### config.mk
export PLATFORM = sky130hd
export DESIGN_NAME = ccir_regs
export DESIGN_NICKNAME = d
export VERILOG_FILES = /design/src/rtl/ccir_pkg.sv /design/src/rtl/ccir_vec_sel.sv /design/src/rtl/ccir_regs.sv
export VERILOG_INCLUDE_DIRS = /design/src /design/src/rtl
export SDC_FILE = /design/constraint.sdc
export NUM_CORES = 1
export LEC_CHECK = 0
export BUFFER_PORTS_ARGS = -buffer_cell sky130_fd_sc_hd__clkbuf_2
export CORE_MARGIN = 10
export CORE_UTILIZATION = 40
export DETAILED_ROUTE_END_ITERATION = 16
export PLACE_DENSITY = 0.74
export REMOVE_ABC_BUFFERS = 1
export SYNTH_ARGS = -nofsm -noshare
export SYNTH_HDL_FRONTEND = slang
export SYNTH_SLANG_ARGS = --single-unit
### constraint.sdc
create_clock -name clock -period 2.8 [get_ports clock]
set_input_delay 0.42 -clock clock [delete_from_list [all_inputs] [get_ports clock]]
set_output_delay 0.42 -clock clock [all_outputs]
set_load 0.005 [all_outputs]
### src/rtl/ccir_consts.svh
`ifndef CCIR_CONSTS_SVH
`define CCIR_CONSTS_SVH

// ==========================================================
// coprocessor register numbers and selects
`define CCIR_REG_IDENT 5'h0F
`define CCIR_SEL_IDENT 3'h0
`define CCIR_REG_VBASE 5'h0F
`define CCIR_SEL_VBASE 3'h1
`define CCIR_REG_DMAP 5'h0F
`define CCIR_SEL_DMAP 3'h2
`define CCIR_REG_CFG 5'h10
`define CCIR_SEL_CFG 3'h0

// ==========================================================
// field positions
`define CCIR_VB_FIELD_MSB 29
`define CCIR_VB_FIELD_LSB 12
`define CCIR_DMAP_BASE_MSB 31
`define CCIR_DMAP_BASE_LSB 11
`define CCIR_DMAP_EN_BIT 10
`define CCIR_DMAP_ADDR_SHIFT 15
`define CCIR_CFG_K23_MSB 30
`define CCIR_CFG_K23_LSB 28
`define CCIR_CFG_KU_MSB 27
`define CCIR_CFG_KU_LSB 25
`define CCIR_CFG_K0_MSB 2
`define CCIR_CFG_K0_LSB 0

// ==========================================================
// reset values and fixed field contents
`define CCIR_VB_FIELD_RST 18'h0_0000
`define CCIR_VB_TOP 2'h2
`define CCIR_DMAP_BASE_RST 21'h00_0000
`define CCIR_DMAP_EN_RST 1'h0
`define CCIR_CCA_RST 3'h2
`define CCIR_CCA_UNCACHED 3'h2
`define CCIR_CCA_CACHED 3'h3
`define CCIR_ISA_FAMILY 2'h0
`define CCIR_ISA_RELEASE 3'h1
`define CCIR_XLATE_FIXED 3'h3

`endif

### src/rtl/ccir_pkg.sv
// ==========================================================
// types shared by the register bank
package ccir_pkg;

  // one-hot decode of the addressed register
  typedef enum logic [3:0] {
    CCIR_HIT_NONE = 4'h0,
    CCIR_HIT_IDENT = 4'h1,
    CCIR_HIT_VBASE = 4'h2,
    CCIR_HIT_DMAP = 4'h4,
    CCIR_HIT_CFG = 4'h8
  } ccir_hit_t;

  // cacheability attribute code
  typedef logic [2:0] ccir_cca_t;

endpackage

### src/rtl/ccir_vec_sel.sv
`timescale 1ns/100ps
`include "ccir_consts.svh"

// ==========================================================
// exception vector base selection
module ccir_vec_sel import ccir_pkg::*; #(
  parameter logic [31:0] DEFAULT_BASE = 32'h0000_0000
) (
  // clock and reset
  input wire logic clock,
  input wire logic reset,
  // selection controls
  input wire logic boot_vectors_flag,
  input wire logic debug_exception,
  input wire logic [17:0] vector_field,
  // chosen base
  output logic [31:0] vector_base_q
);

  logic [31:0] vector_base_d; // next chosen base
  logic [31:0] programmed; // base built from the register

  // programmed base: fixed top bits, field, low zeros
  assign programmed = {`CCIR_VB_TOP, vector_field, 12'h000};

  // choose fixed default for boot or debug entry
  always_comb begin
    if (boot_vectors_flag || debug_exception) begin
      vector_base_d = DEFAULT_BASE;
    end else begin
      vector_base_d = programmed;
    end
  end

  // register the choice so the output is glitch free
  always_ff @(posedge clock) begin
    if (reset) begin
      vector_base_q <= {`CCIR_VB_TOP, `CCIR_VB_FIELD_RST, 12'h000};
    end else begin
      vector_base_q <= vector_base_d;
    end
  end
endmodule

### src/rtl/ccir_regs.sv
`timescale 1ns/100ps
`include "ccir_consts.svh"

// Notes on behaviour
// - identity register: option, company, type, revision
// - revision splits major, minor, patch, read-only
// - flag clear: base from field, low zeros
// - flag set or debug: fixed default base
// - reset gives base 8000_0000, field zero
// - top two base bits fixed at one-zero
// - base bits 11:10 read zero
// - core index read from static pins
// - map base exists with capability, bits writable
// - unimplemented address bits ignore writes, read zero
// - enable resets clear, routes region to blocks
// - size field reports block count minus one
// - configuration bit 31 reads one
// - fixed-mapping attribute fields writable, reset 010
// - attribute 2 uncached, 3 passed outward
// - lane-enable and byte-order bits mirror pins
// - family, release, translation fields are constants
// - configuration reserved bits read zero
// - moves update writable fields, reads full word

// ==========================================================
// core identity and configuration register bank
module ccir_regs import ccir_pkg::*; #(
  parameter logic [7:0] COMPANY_OPT = 8'h00,
  parameter logic [7:0] COMPANY_CODE = 8'h5A, // arbitrary value
  parameter logic [7:0] CORE_TYPE = 8'hC3, // arbitrary value
  parameter logic [2:0] REV_MAJOR = 3'h1,
  parameter logic [2:0] REV_MINOR = 3'h0,
  parameter logic [1:0] REV_PATCH = 2'h0,
  parameter logic DMAP_PRESENT = 1'b1,
  parameter int PA_WIDTH = 36,
  parameter logic [8:0] DMAP_BLOCKS_M1 = 9'h000,
  parameter logic FIRST_BLOCK_RSVD = 1'b0,
  parameter logic FIXED_MAPPING = 1'b1,
  parameter logic CUSTOM_INSTR = 1'b0,
  parameter logic MULT_ITERATIVE = 1'b0,
  parameter logic SPLIT_PORTS = 1'b0,
  parameter logic [31:0] DEFAULT_VEC_BASE = 32'h0000_0000
) (
  // clock and reset
  input wire logic clock,
  input wire logic reset,
  // coprocessor register moves
  input wire logic move_to,
  input wire logic move_from,
  input wire logic [4:0] cp_reg_num,
  input wire logic [2:0] cp_sel,
  input wire logic [31:0] move_wdata,
  output logic [31:0] move_rdata_q,
  output logic move_rvalid_q,
  // static input pins
  input wire logic [9:0] core_index_pins,
  input wire logic plain_lane_pin,
  input wire logic byte_order_pin,
  // exception vector selection
  input wire logic boot_vectors_flag,
  input wire logic debug_exception,
  output logic [31:0] vector_base_q,
  // device map decode
  input wire logic [35:0] phys_addr,
  output logic dmap_hit,
  output logic dmap_enable_q,
  // cacheability attributes
  output logic [2:0] kernel_cached_cca_q,
  output logic [2:0] user_segment_cca_q,
  output logic [2:0] upper_kernel_cca_q,
  output logic [2:0] cca_external_q
);

  // ========================================================
  // storage
  logic [17:0] vfield_q, vfield_d; // programmable vector base
  logic [20:0] dbase_q, dbase_d; // region upper address
  logic den_q, den_d; // region enable
  ccir_cca_t cca_q [3]; // 0 kernel, 1 user, 2 upper kernel
  ccir_cca_t cca_d [3]; // next attributes
  logic [31:0] rdata_d; // next read data
  logic [20:0] dmap_mask; // implemented address bits
  logic [2:0] ext_d; // next external cache flags
  ccir_hit_t hit; // decoded register
  logic [31:0] ident_val, vbase_val, dmap_val, cfg_val; // views

  // ========================================================
  // address decode of register number and select
  always_comb begin
    hit = CCIR_HIT_NONE;
    if (cp_reg_num == `CCIR_REG_IDENT && cp_sel == `CCIR_SEL_IDENT) begin
      hit = CCIR_HIT_IDENT;
    end else if (cp_reg_num == `CCIR_REG_VBASE &&
                 cp_sel == `CCIR_SEL_VBASE) begin
      hit = CCIR_HIT_VBASE;
    end else if (DMAP_PRESENT && cp_reg_num == `CCIR_REG_DMAP &&
                 cp_sel == `CCIR_SEL_DMAP) begin
      // absent capability leaves this select unmapped
      hit = CCIR_HIT_DMAP;
    end else if (cp_reg_num == `CCIR_REG_CFG &&
                 cp_sel == `CCIR_SEL_CFG) begin
      hit = CCIR_HIT_CFG;
    end
  end

  // ========================================================
  // implemented physical address bits, one per base bit
  for (genvar i = 0; i < 21; i++) begin : g_mask
    // base bit i stands for address bit i + 15
    assign dmap_mask[i] = ((i + `CCIR_DMAP_ADDR_SHIFT) < PA_WIDTH) ?
                          1'b1 : 1'b0;
  end

  // ========================================================
  // read views of each register
  // identity is all constants, so writes have nothing to hit
  assign ident_val = {COMPANY_OPT, COMPANY_CODE, CORE_TYPE,
                      REV_MAJOR, REV_MINOR, REV_PATCH};
  // top bits fixed, 11:10 zero, index straight from pins
  assign vbase_val = {`CCIR_VB_TOP, vfield_q, 2'h0,
                      core_index_pins};
  // base already masked on write, mask again for safety
  assign dmap_val = {dbase_q & dmap_mask, den_q, FIRST_BLOCK_RSVD,
                     DMAP_BLOCKS_M1};
  assign cfg_val = {1'b1, cca_q[2], cca_q[1], 2'h0, CUSTOM_INSTR,
                    plain_lane_pin, MULT_ITERATIVE, 3'h0, SPLIT_PORTS,
                    byte_order_pin, `CCIR_ISA_FAMILY, `CCIR_ISA_RELEASE,
                    `CCIR_XLATE_FIXED, 4'h0,
                    cca_q[0]};

  // ========================================================
  // next state for writable fields and read data
  always_comb begin
    vfield_d = vfield_q;
    dbase_d = dbase_q;
    den_d = den_q;
    cca_d = cca_q;
    rdata_d = move_rdata_q;
    // a move-to only touches writable fields
    if (move_to) begin
      unique case (hit)
        CCIR_HIT_VBASE: begin
          // top bits, zeros and index ignore the write
          vfield_d = move_wdata[`CCIR_VB_FIELD_MSB:`CCIR_VB_FIELD_LSB];
        end
        CCIR_HIT_DMAP: begin
          // unimplemented address bits drop the write
          dbase_d = move_wdata[`CCIR_DMAP_BASE_MSB:`CCIR_DMAP_BASE_LSB] &
                    dmap_mask;
          den_d = move_wdata[`CCIR_DMAP_EN_BIT];
        end
        CCIR_HIT_CFG: begin
          // kernel attribute is writable in every build
          cca_d[0] = move_wdata[`CCIR_CFG_K0_MSB:`CCIR_CFG_K0_LSB];
          if (FIXED_MAPPING) begin
            cca_d[1] = move_wdata[`CCIR_CFG_KU_MSB:`CCIR_CFG_KU_LSB];
            cca_d[2] = move_wdata[`CCIR_CFG_K23_MSB:`CCIR_CFG_K23_LSB];
          end
        end
        CCIR_HIT_IDENT, CCIR_HIT_NONE: begin
          // read-only or unmapped: nothing changes
          vfield_d = vfield_q;
        end
      endcase
    end
    // a move-from returns the whole word; unmapped reads zero
    if (move_from) begin
      unique case (hit)
        CCIR_HIT_IDENT: rdata_d = ident_val;
        CCIR_HIT_VBASE: rdata_d = vbase_val;
        CCIR_HIT_DMAP: rdata_d = dmap_val;
        CCIR_HIT_CFG: rdata_d = cfg_val;
        CCIR_HIT_NONE: rdata_d = 32'h0000_0000;
      endcase
    end
  end

  // ========================================================
  // register the bank; write lands on the move's own edge
  always_ff @(posedge clock) begin
    if (reset) begin
      vfield_q <= `CCIR_VB_FIELD_RST;
      dbase_q <= `CCIR_DMAP_BASE_RST;
      den_q <= `CCIR_DMAP_EN_RST;
      cca_q[0] <= `CCIR_CCA_RST;
      cca_q[1] <= `CCIR_CCA_RST;
      cca_q[2] <= `CCIR_CCA_RST;
      move_rdata_q <= 32'h0000_0000;
      move_rvalid_q <= 1'b0;
    end else begin
      vfield_q <= vfield_d;
      dbase_q <= dbase_d;
      den_q <= den_d;
      cca_q <= cca_d;
      move_rdata_q <= rdata_d;
      move_rvalid_q <= move_from;
    end
  end

  // ========================================================
  // cacheability attributes toward the memory side
  // code 3 is still uncached inside the core; only the flag
  // tells the system that an outside cache may hold the line
  for (genvar s = 0; s < 3; s++) begin : g_cca
    assign ext_d[s] = (cca_q[s] == `CCIR_CCA_CACHED);
  end

  // flag register, one per segment
  always_ff @(posedge clock) begin
    if (reset) begin
      cca_external_q <= 3'h0;
    end else begin
      cca_external_q <= ext_d;
    end
  end

  assign kernel_cached_cca_q = cca_q[0];
  assign user_segment_cca_q = cca_q[1];
  assign upper_kernel_cca_q = cca_q[2];
  assign dmap_enable_q = den_q;

  // ========================================================
  // device map region decode
  // region spans (blocks + 1) * 64 bytes from the base
  logic [35:0] region_base; // full physical base
  logic [35:0] region_off; // offset into region
  assign region_base = {dbase_q & dmap_mask, 15'h0000};
  assign region_off = phys_addr - region_base;
  // clear enable keeps accesses in ordinary memory
  assign dmap_hit = DMAP_PRESENT && den_q &&
                    (phys_addr >= region_base) &&
                    (region_off[35:15] == 21'h00_0000) &&
                    (region_off[14:6] <= DMAP_BLOCKS_M1);

  // ========================================================
  // exception vector base selection
  ccir_vec_sel #(
    .DEFAULT_BASE(DEFAULT_VEC_BASE)
  ) u_vec_sel (
    .clock(clock),
    .reset(reset),
    .boot_vectors_flag(boot_vectors_flag),
    .debug_exception(debug_exception),
    .vector_field(vfield_q),
    .vector_base_q(vector_base_q)
  );
endmodule

==> flow_summary.toml, run 1 <==
[clock_tree]
cts_buffer_depth = 2
numCtsBuffers = 9
clock_sinks = 104
h-tree-depth = 3
clk_pin_slew_ns = 0.07
cts_tree = "built"
clk_latency_ns = 0.34
cts_root_buffer = "clkbuf_16"

[sta]
finClkSkew_ns = 0.00750
fin_hold_ws_ns = 0.274
slew_headroom = 0.256
tns_ns = -0.558
setup_viol = 1
fin_crit_ns = 3.36
worst_pin_slew_ns = 1.11
drv_slew = 0
post-route-period-util = 1.20
grt_setup_unrepaired = "yes"
hold_violations = 0
max_freq_mhz = 298
fin_ws_ns = -0.558

[final_layout]
fin_area_um2 = 6790
stdcell_count = 994
syn_to_final_growth_pct = 35.6
n_antenna_cell = 0
fin_util = 0.559
finalNetCount = 938
layout-drive-gt1-share = 0.332

[grt]
grt_pass1_wl_um = 26400
grt_util_met2 = 0.298
antenna_found_initial = 0
gr-usage-met3 = 0.0636
top_usage_layer = "met2"
grt_max_degree = 87
grt_pass1_vias = 5060
grt.total_usage = 0.184
overflow = 0
use_met1 = 0.223

[placed_design]
port_buffers = 152
place_congestion = 0.901
place_inst = 978
pre_cts_ws_ns = -0.563
hpwl_um = 12500
placed_cell_area_um2 = 6370

[synthesis]
yosysWarningCount = 0
syn_area_um2 = 5010
synth_async_sr_flop_share = 0
ys.flop_type = "dfxtp_1"
synth_edf_count = 0
ys_ff_latch = 104
avgSynthCellArea_um2 = 8.12
synth_cells = 617
ys_seq_area_frac = 0.416
ys_types = 62

[routing]
dr.pass1.iters = 5
drt_wl_total_um = 16600
vias = 5118
avgViaCountPerCell = 5.15
wl_per_cell_um = 16.7
drc = 0
drt_iter0_drc = 440
drtAntennaViolNets = 0

[power_and_ir_drop]
p_sw_frac = 0.244
p_seq_frac = 0.476
p_sw_mw = 0.766
power_frac_comb = 0.120
p_leak_nw = 2.86
p_per_area_nw_per_um2 = 462
total_power_mw = 3.14
p_clk_frac = 0.404
irDropWorstVdd_uv = 395
p_int_mw = 2.38

[die]
core.rowCount = 40
io_pins = 173
dieWidth_um = 132
die_h_um = 132
core_um2 = 12200
dieArea_um2 = 17400
initial_core_util = 0.412

[status]
status = "finished, violations left"
violations = "negative setup slack"

[min_path]
hold_path.class = "in2reg"
hp-start = "boot_vectors_flag"
min_delay_path_depth = 2
whs_endpoint = "u_vec_sel.vector_base_q[31]"

[worst_setup_path]
crit_path_max_fanout = 5
critPathKind = "reg2out"
r2r_end = "move_rdata_q[28]"
worst_ep_required_time_ns = 2.38
worstPathArrival_ns = 2.94
critPathBufInv = 3
slowest_stage = "a211oi_4"
cp_top_family = "compound AO/OA/AOI/OAI gates"
path_cells = "inv_2 > ha_4 > nor2b_4 > o2111ai_4 > a211oi_4 > nor3_4 > o31ai_4 > buf_4 > a31oi_1 > a311oi_1 > nor4_2 > buf_2"
slowest_delay_ns = 0.43
reg2reg_slack_ns = 1.74
endpoint_kind = "primary output"
r2r-start = "dbase_q[17]"
crit_start = "dbase_q[1]"
reg2regPathDepth = 5
start_kind = "flop"

[run]
maxCapViolations = 0
==> registers in the layout, summed over array words and instances, names as in the netlist <==
signal                   flops
cca_external_q               3
dbase_q                     21
vfield_q                    18
u_vec_sel.vector_base_q     19
kernel_cached_cca_q          3
dmap_enable_q                1
user_segment_cca_q           3
move_rvalid_q                1
move_rdata_q                32
upper_kernel_cca_q           3
==> power groups by stage <==
stage	Clock [mW]	Sequential [mW]	Combinational, mW
finish	1.27	1.50	0.377
global route	1.35	1.50	0.414
CTS	1.30	1.50	0.368
detailed placement	0	1.53	0.353
global placement	0	1.53	0.352
floorplan	0	1.53	0.155
==> metal layers <==
metal | wire length [µm] | share of wire | up-vias
met4 | 257 | 0.016 | 0
met5 | 0 | 0 | -
li1 | - | - | 2539
met2 | 7760 | 0.47 | 197
met1 | 7170 | 0.43 | 2361
met3 | 1380 | 0.083 | 21
==> repair_timing <==
item,4_1_cts,5_1_grt
setup buffers,2,0
pin swaps,9,1
setup endpoints to repair,1,1
hold buffers,0,0
gates resized for setup,14,8
==> cell families (layout without fill, tap and decap cells) <==
group / after synthesis / count (layout) / share of synthesized area
AND/OR/NAND/NOR: 264 / 264 / 0.257
AO/OA/AOI/OAI: 146 / 146 / 0.196
flip-flops: 104 / 104 / 0.416
buffers and inverters: 74 / 271 / 0.0659
adder cells (fa/ha/maj): 21 / 21 / 0.0525
XOR/XNOR: 6 / 6 / 0.0105
other: 1 / 13 / 0.000749
multiplexers: 1 / 1 / 0.00200
==> cell usage after synthesis, types with 3 or more instances <==
cell,count,area [µm²]
a211oi_1,6,45.0
a21o_1,3,22.5
a21oi_1,74,370
a221oi_1,17,149
a222oi_1,4,40.0
a22oi_1,3,22.5
a31oi_1,3,18.8
and2_1,23,144
and3_1,3,18.8
buf_2,3,15.0
buf_4,13,97.6
clkbuf_1,30,113
dfxtp_1,104,2080
ha_1,21,263
inv_1,28,105
nand2_1,113,424
nand2b_1,3,18.8
nand3_1,16,80.1
nand3b_1,4,30.0
nand4_1,3,18.8
nor2_1,45,169
nor2b_1,9,56.3
nor3_1,13,65.1
nor3b_1,3,22.5
nor4_1,7,43.8
nor4b_1,3,26.3
nor4bb_1,4,40.0
o21a_1,6,45.0
o21ai_0,7,35.0
or3_1,4,25.0
xnor2_1,4,35.0
==> worst max path at each step <==
stage | depth (start not counted) | slack [ns] | end
floorplan | 9 | -0.08 | dmap_hit
global placement | 11 | -0.53 | dmap_hit
detailed placement | 11 | -0.56 | dmap_hit
CTS | 11 | -0.57 | dmap_hit
global route | 12 | -0.68 | dmap_hit
finish | 12 | -0.56 | dmap_hit
==> cell type report <==
class,count,area [µm²]
Clock buffer,10,239
Timing Repair Buffer,229,1340
Tap cell,168,210
Clock inverter,4,55.1
Multi-Input combinational cell,451,2760
Fill cell,1146,5370
Inverter,28,105
Sequential cell,104,2080
==> placed cells by master, fill, tap and decap left out, types with 5 or more instances in the layout <==
master     netlist  layout
clkbuf_2         0     150
nand2_1        113     113
dfxtp_1        104     103
buf_4           13      77
a21oi_1         74      74
nor2_1          45      44
inv_1           28      27
and2_1          23      23
ha_1            21      19
nand3_1         16      16
a221oi_1        17      16
conb_1           1      13
nor3_1          13      12
nor2b_1          9       9
clkbuf_16        0       9
o21ai_0          7       7
o21a_1           6       6
a211oi_1         6       6
nor4_2           1       5
Power figures use the tool's default switching activity.
==> inputs of run 2 (changes only) <==
--- a/config.mk
+++ b/config.mk
@@ -9,6 +9,7 @@
 export BUFFER_PORTS_ARGS = -buffer_cell sky130_fd_sc_hd__clkbuf_2
 export CORE_MARGIN = 10
 export CORE_UTILIZATION = 40
+export CTS_BUF_LIST = sky130_fd_sc_hd__clkbuf_8
 export DETAILED_ROUTE_END_ITERATION = 16
 export PLACE_DENSITY = 0.74
 export REMOVE_ABC_BUFFERS = 1
==> run 2 against run 1 <==
The run still ends with negative setup slack left; first-iteration DRC count is 13% lower; sequential power hardly changed; routed wire length is 0.87% lower; maximum frequency is 1.4% lower; combinational power hardly changed; total power is 9.9% lower; worst hold slack worse by 0.037 ns; non-clock buffer count stayed put; via count is 0.70% lower; clock skew is 0.00054 ns higher; final cell count stayed put; critical endpoint unchanged.
==> flow_summary.toml, run 2 (same netlist as run 1, synthesis figures left out) <==
[routing]
dr.pass1.iters = 7
vias = 5082
drt_wl_total_um = 16400
drc = 0
wl_per_cell_um = 16.5
drtAntennaViolNets = 0
drt_iter0_drc = 381
avgViaCountPerCell = 5.11

[power_and_ir_drop]
p_leak_nw = 2.82
p_per_area_nw_per_um2 = 423
irDropWorstVdd_uv = 341

[placed_design]
place_inst = 978
hpwl_um = 12500
pre_cts_ws_ns = -0.563
port_buffers = 152
place_congestion = 0.901

[final_layout]
largest_reg_flops = 32
largest-register = "move_rdata_q"
finalNetCount = 938
nFillCells = 1160
layout_common_cells = "clkbuf_2 (150), nand2_1 (113), dfxtp_1 (103), buf_4 (77), a21oi_1 (74)"
n_antenna_cell = 0
final_common_cell = "clkbuf_2"
top_regs = "move_rdata_q (32), dbase_q (21), u_vec_sel.vector_base_q (19)"
stdcell_count = 994
syn_to_final_growth_pct = 33.6
layout-drive-gt1-share = 0.332

[die]
core.rowCount = 40
core_um2 = 12200
io_pins = 173
dieWidth_um = 132
initial_core_util = 0.412
dieArea_um2 = 17400
die_h_um = 132

[worst_setup_path]
start_kind = "flop"
endpoint_kind = "primary output"
r2r_end = "move_rdata_q[28]"
worst_ep_required_time_ns = 2.38
critPathKind = "reg2out"
reg2reg_slack_ns = 1.73
reg2regPathDepth = 5
worstPathArrival_ns = 2.98
crit_path_max_fanout = 5
r2r-start = "dbase_q[17]"

[sta]
slew_headroom = 0.258
fin_crit_ns = 3.40
grt_setup_unrepaired = "yes"
max_freq_mhz = 294
worst_pin_slew_ns = 1.11
drv_slew = 0
post-route-period-util = 1.22
hold_violations = 0
finClkSkew_ns = 0.00804
fin_ws_ns = -0.605
setup_viol = 1

[clock_tree]
cts_root_buffer = "clkbuf_8"
clk_pin_slew_ns = 0.10
hold_buffers = 0
clk_latency_ns = 0.37
numCtsBuffers = 9
cts_tree = "built"
clock_sinks = 104
cts_buffer_depth = 2
h-tree-depth = 3

[grt]
grt_pass1_vias = 5006
grt.total_usage = 0.182
antenna_found_initial = 0
overflow = 0
grt_pass1_wl_um = 26200
grt_max_degree = 87

[min_path]
hold_path.class = "in2reg"
min_delay_path_depth = 2
hp-start = "boot_vectors_flag"
whs_endpoint = "u_vec_sel.vector_base_q[31]"

[status]
status = "finished, violations left"
violations = "negative setup slack"

[run]
maxCapViolations = 0
## run 2: what timing repair did
item                                    CTS  global route
buffers inserted                          2             0
resized for setup                        14             8
endpoints found under the setup margin    1             1
pin swaps                                 9             1
gates cloned                              0             0
## run 2: where the power goes
group | switching, mW | internal (mW) | leakage [nW]
Combinational | 0.204 | 0.173 | 1.88
Clock | 0.525 | 0.434 | 0.0948
Sequential | 0.00573 | 1.49 | 0.841
Total | 0.735 | 2.10 | 2.82
## run 2: final cells by class
cell class / instances / area (µm²) / area share
clock inverter: 4 / 55.1 / 0.00823
sequential: 104 / 2080 / 0.311
timing repair buffer: 229 / 1340 / 0.200
multi-input combinational: 451 / 2760 / 0.413
inverter: 28 / 105 / 0.0157
tap: 168 / 210 / 0.0314
clock buffer: 10 / 138 / 0.0206
## run 2: worst max-delay path by stage
stage / start / to / slack [ns]
3_3_place_gp: phys_addr[16] / dmap_hit / -0.53
3_5_place_dp: phys_addr[16] / dmap_hit / -0.56
2_1_floorplan: phys_addr[16] / dmap_hit / -0.08
5_1_grt: dbase_q[1] / dmap_hit / -0.74
6_report: dbase_q[1] / dmap_hit / -0.60
4_1_cts: dbase_q[1] / dmap_hit / -0.62
## run 2: per-layer routing
layer / global-route usage / share of wire / vias up
met5: 0 / 0 / -
met4: 0.0556 / 0.016 / 0
met3: 0.0583 / 0.078 / 17
met2: 0.293 / 0.46 / 178
met1: 0.227 / 0.45 / 2348
li1: - / - / 2539
## run 2: through the flow
stage / power, mW / setup TNS (ns) / area [µm²] / util / hold WS, ns
floorplan: 1.69 / -0.0827 / 4830 / - / 0.438
global placement: 1.88 / -0.530 / 6370 / 0.524 / 0.450
detailed placement: 1.88 / -0.563 / 6370 / 0.524 / 0.455
CTS: 2.85 / -0.621 / 6660 / 0.547 / 0.223
global route: 2.95 / -0.736 / 6690 / 0.550 / 0.223
finish: 2.83 / -0.605 / 6690 / 0.550 / 0.237
## run 2: worst max-delay path, stage by stage (launching register included)
cell and delay, ns:
dfxtp_2 0.35, inv_2 0.05, ha_4 0.26, nor2b_4 0.18, o2111ai_4 0.18, a211oi_4 0.43, nor3_4 0.08, o31ai_4 0.26
buf_4 0.16, a31oi_1 0.08, a311oi_1 0.34, nor4_2 0.10, buf_2 0.14
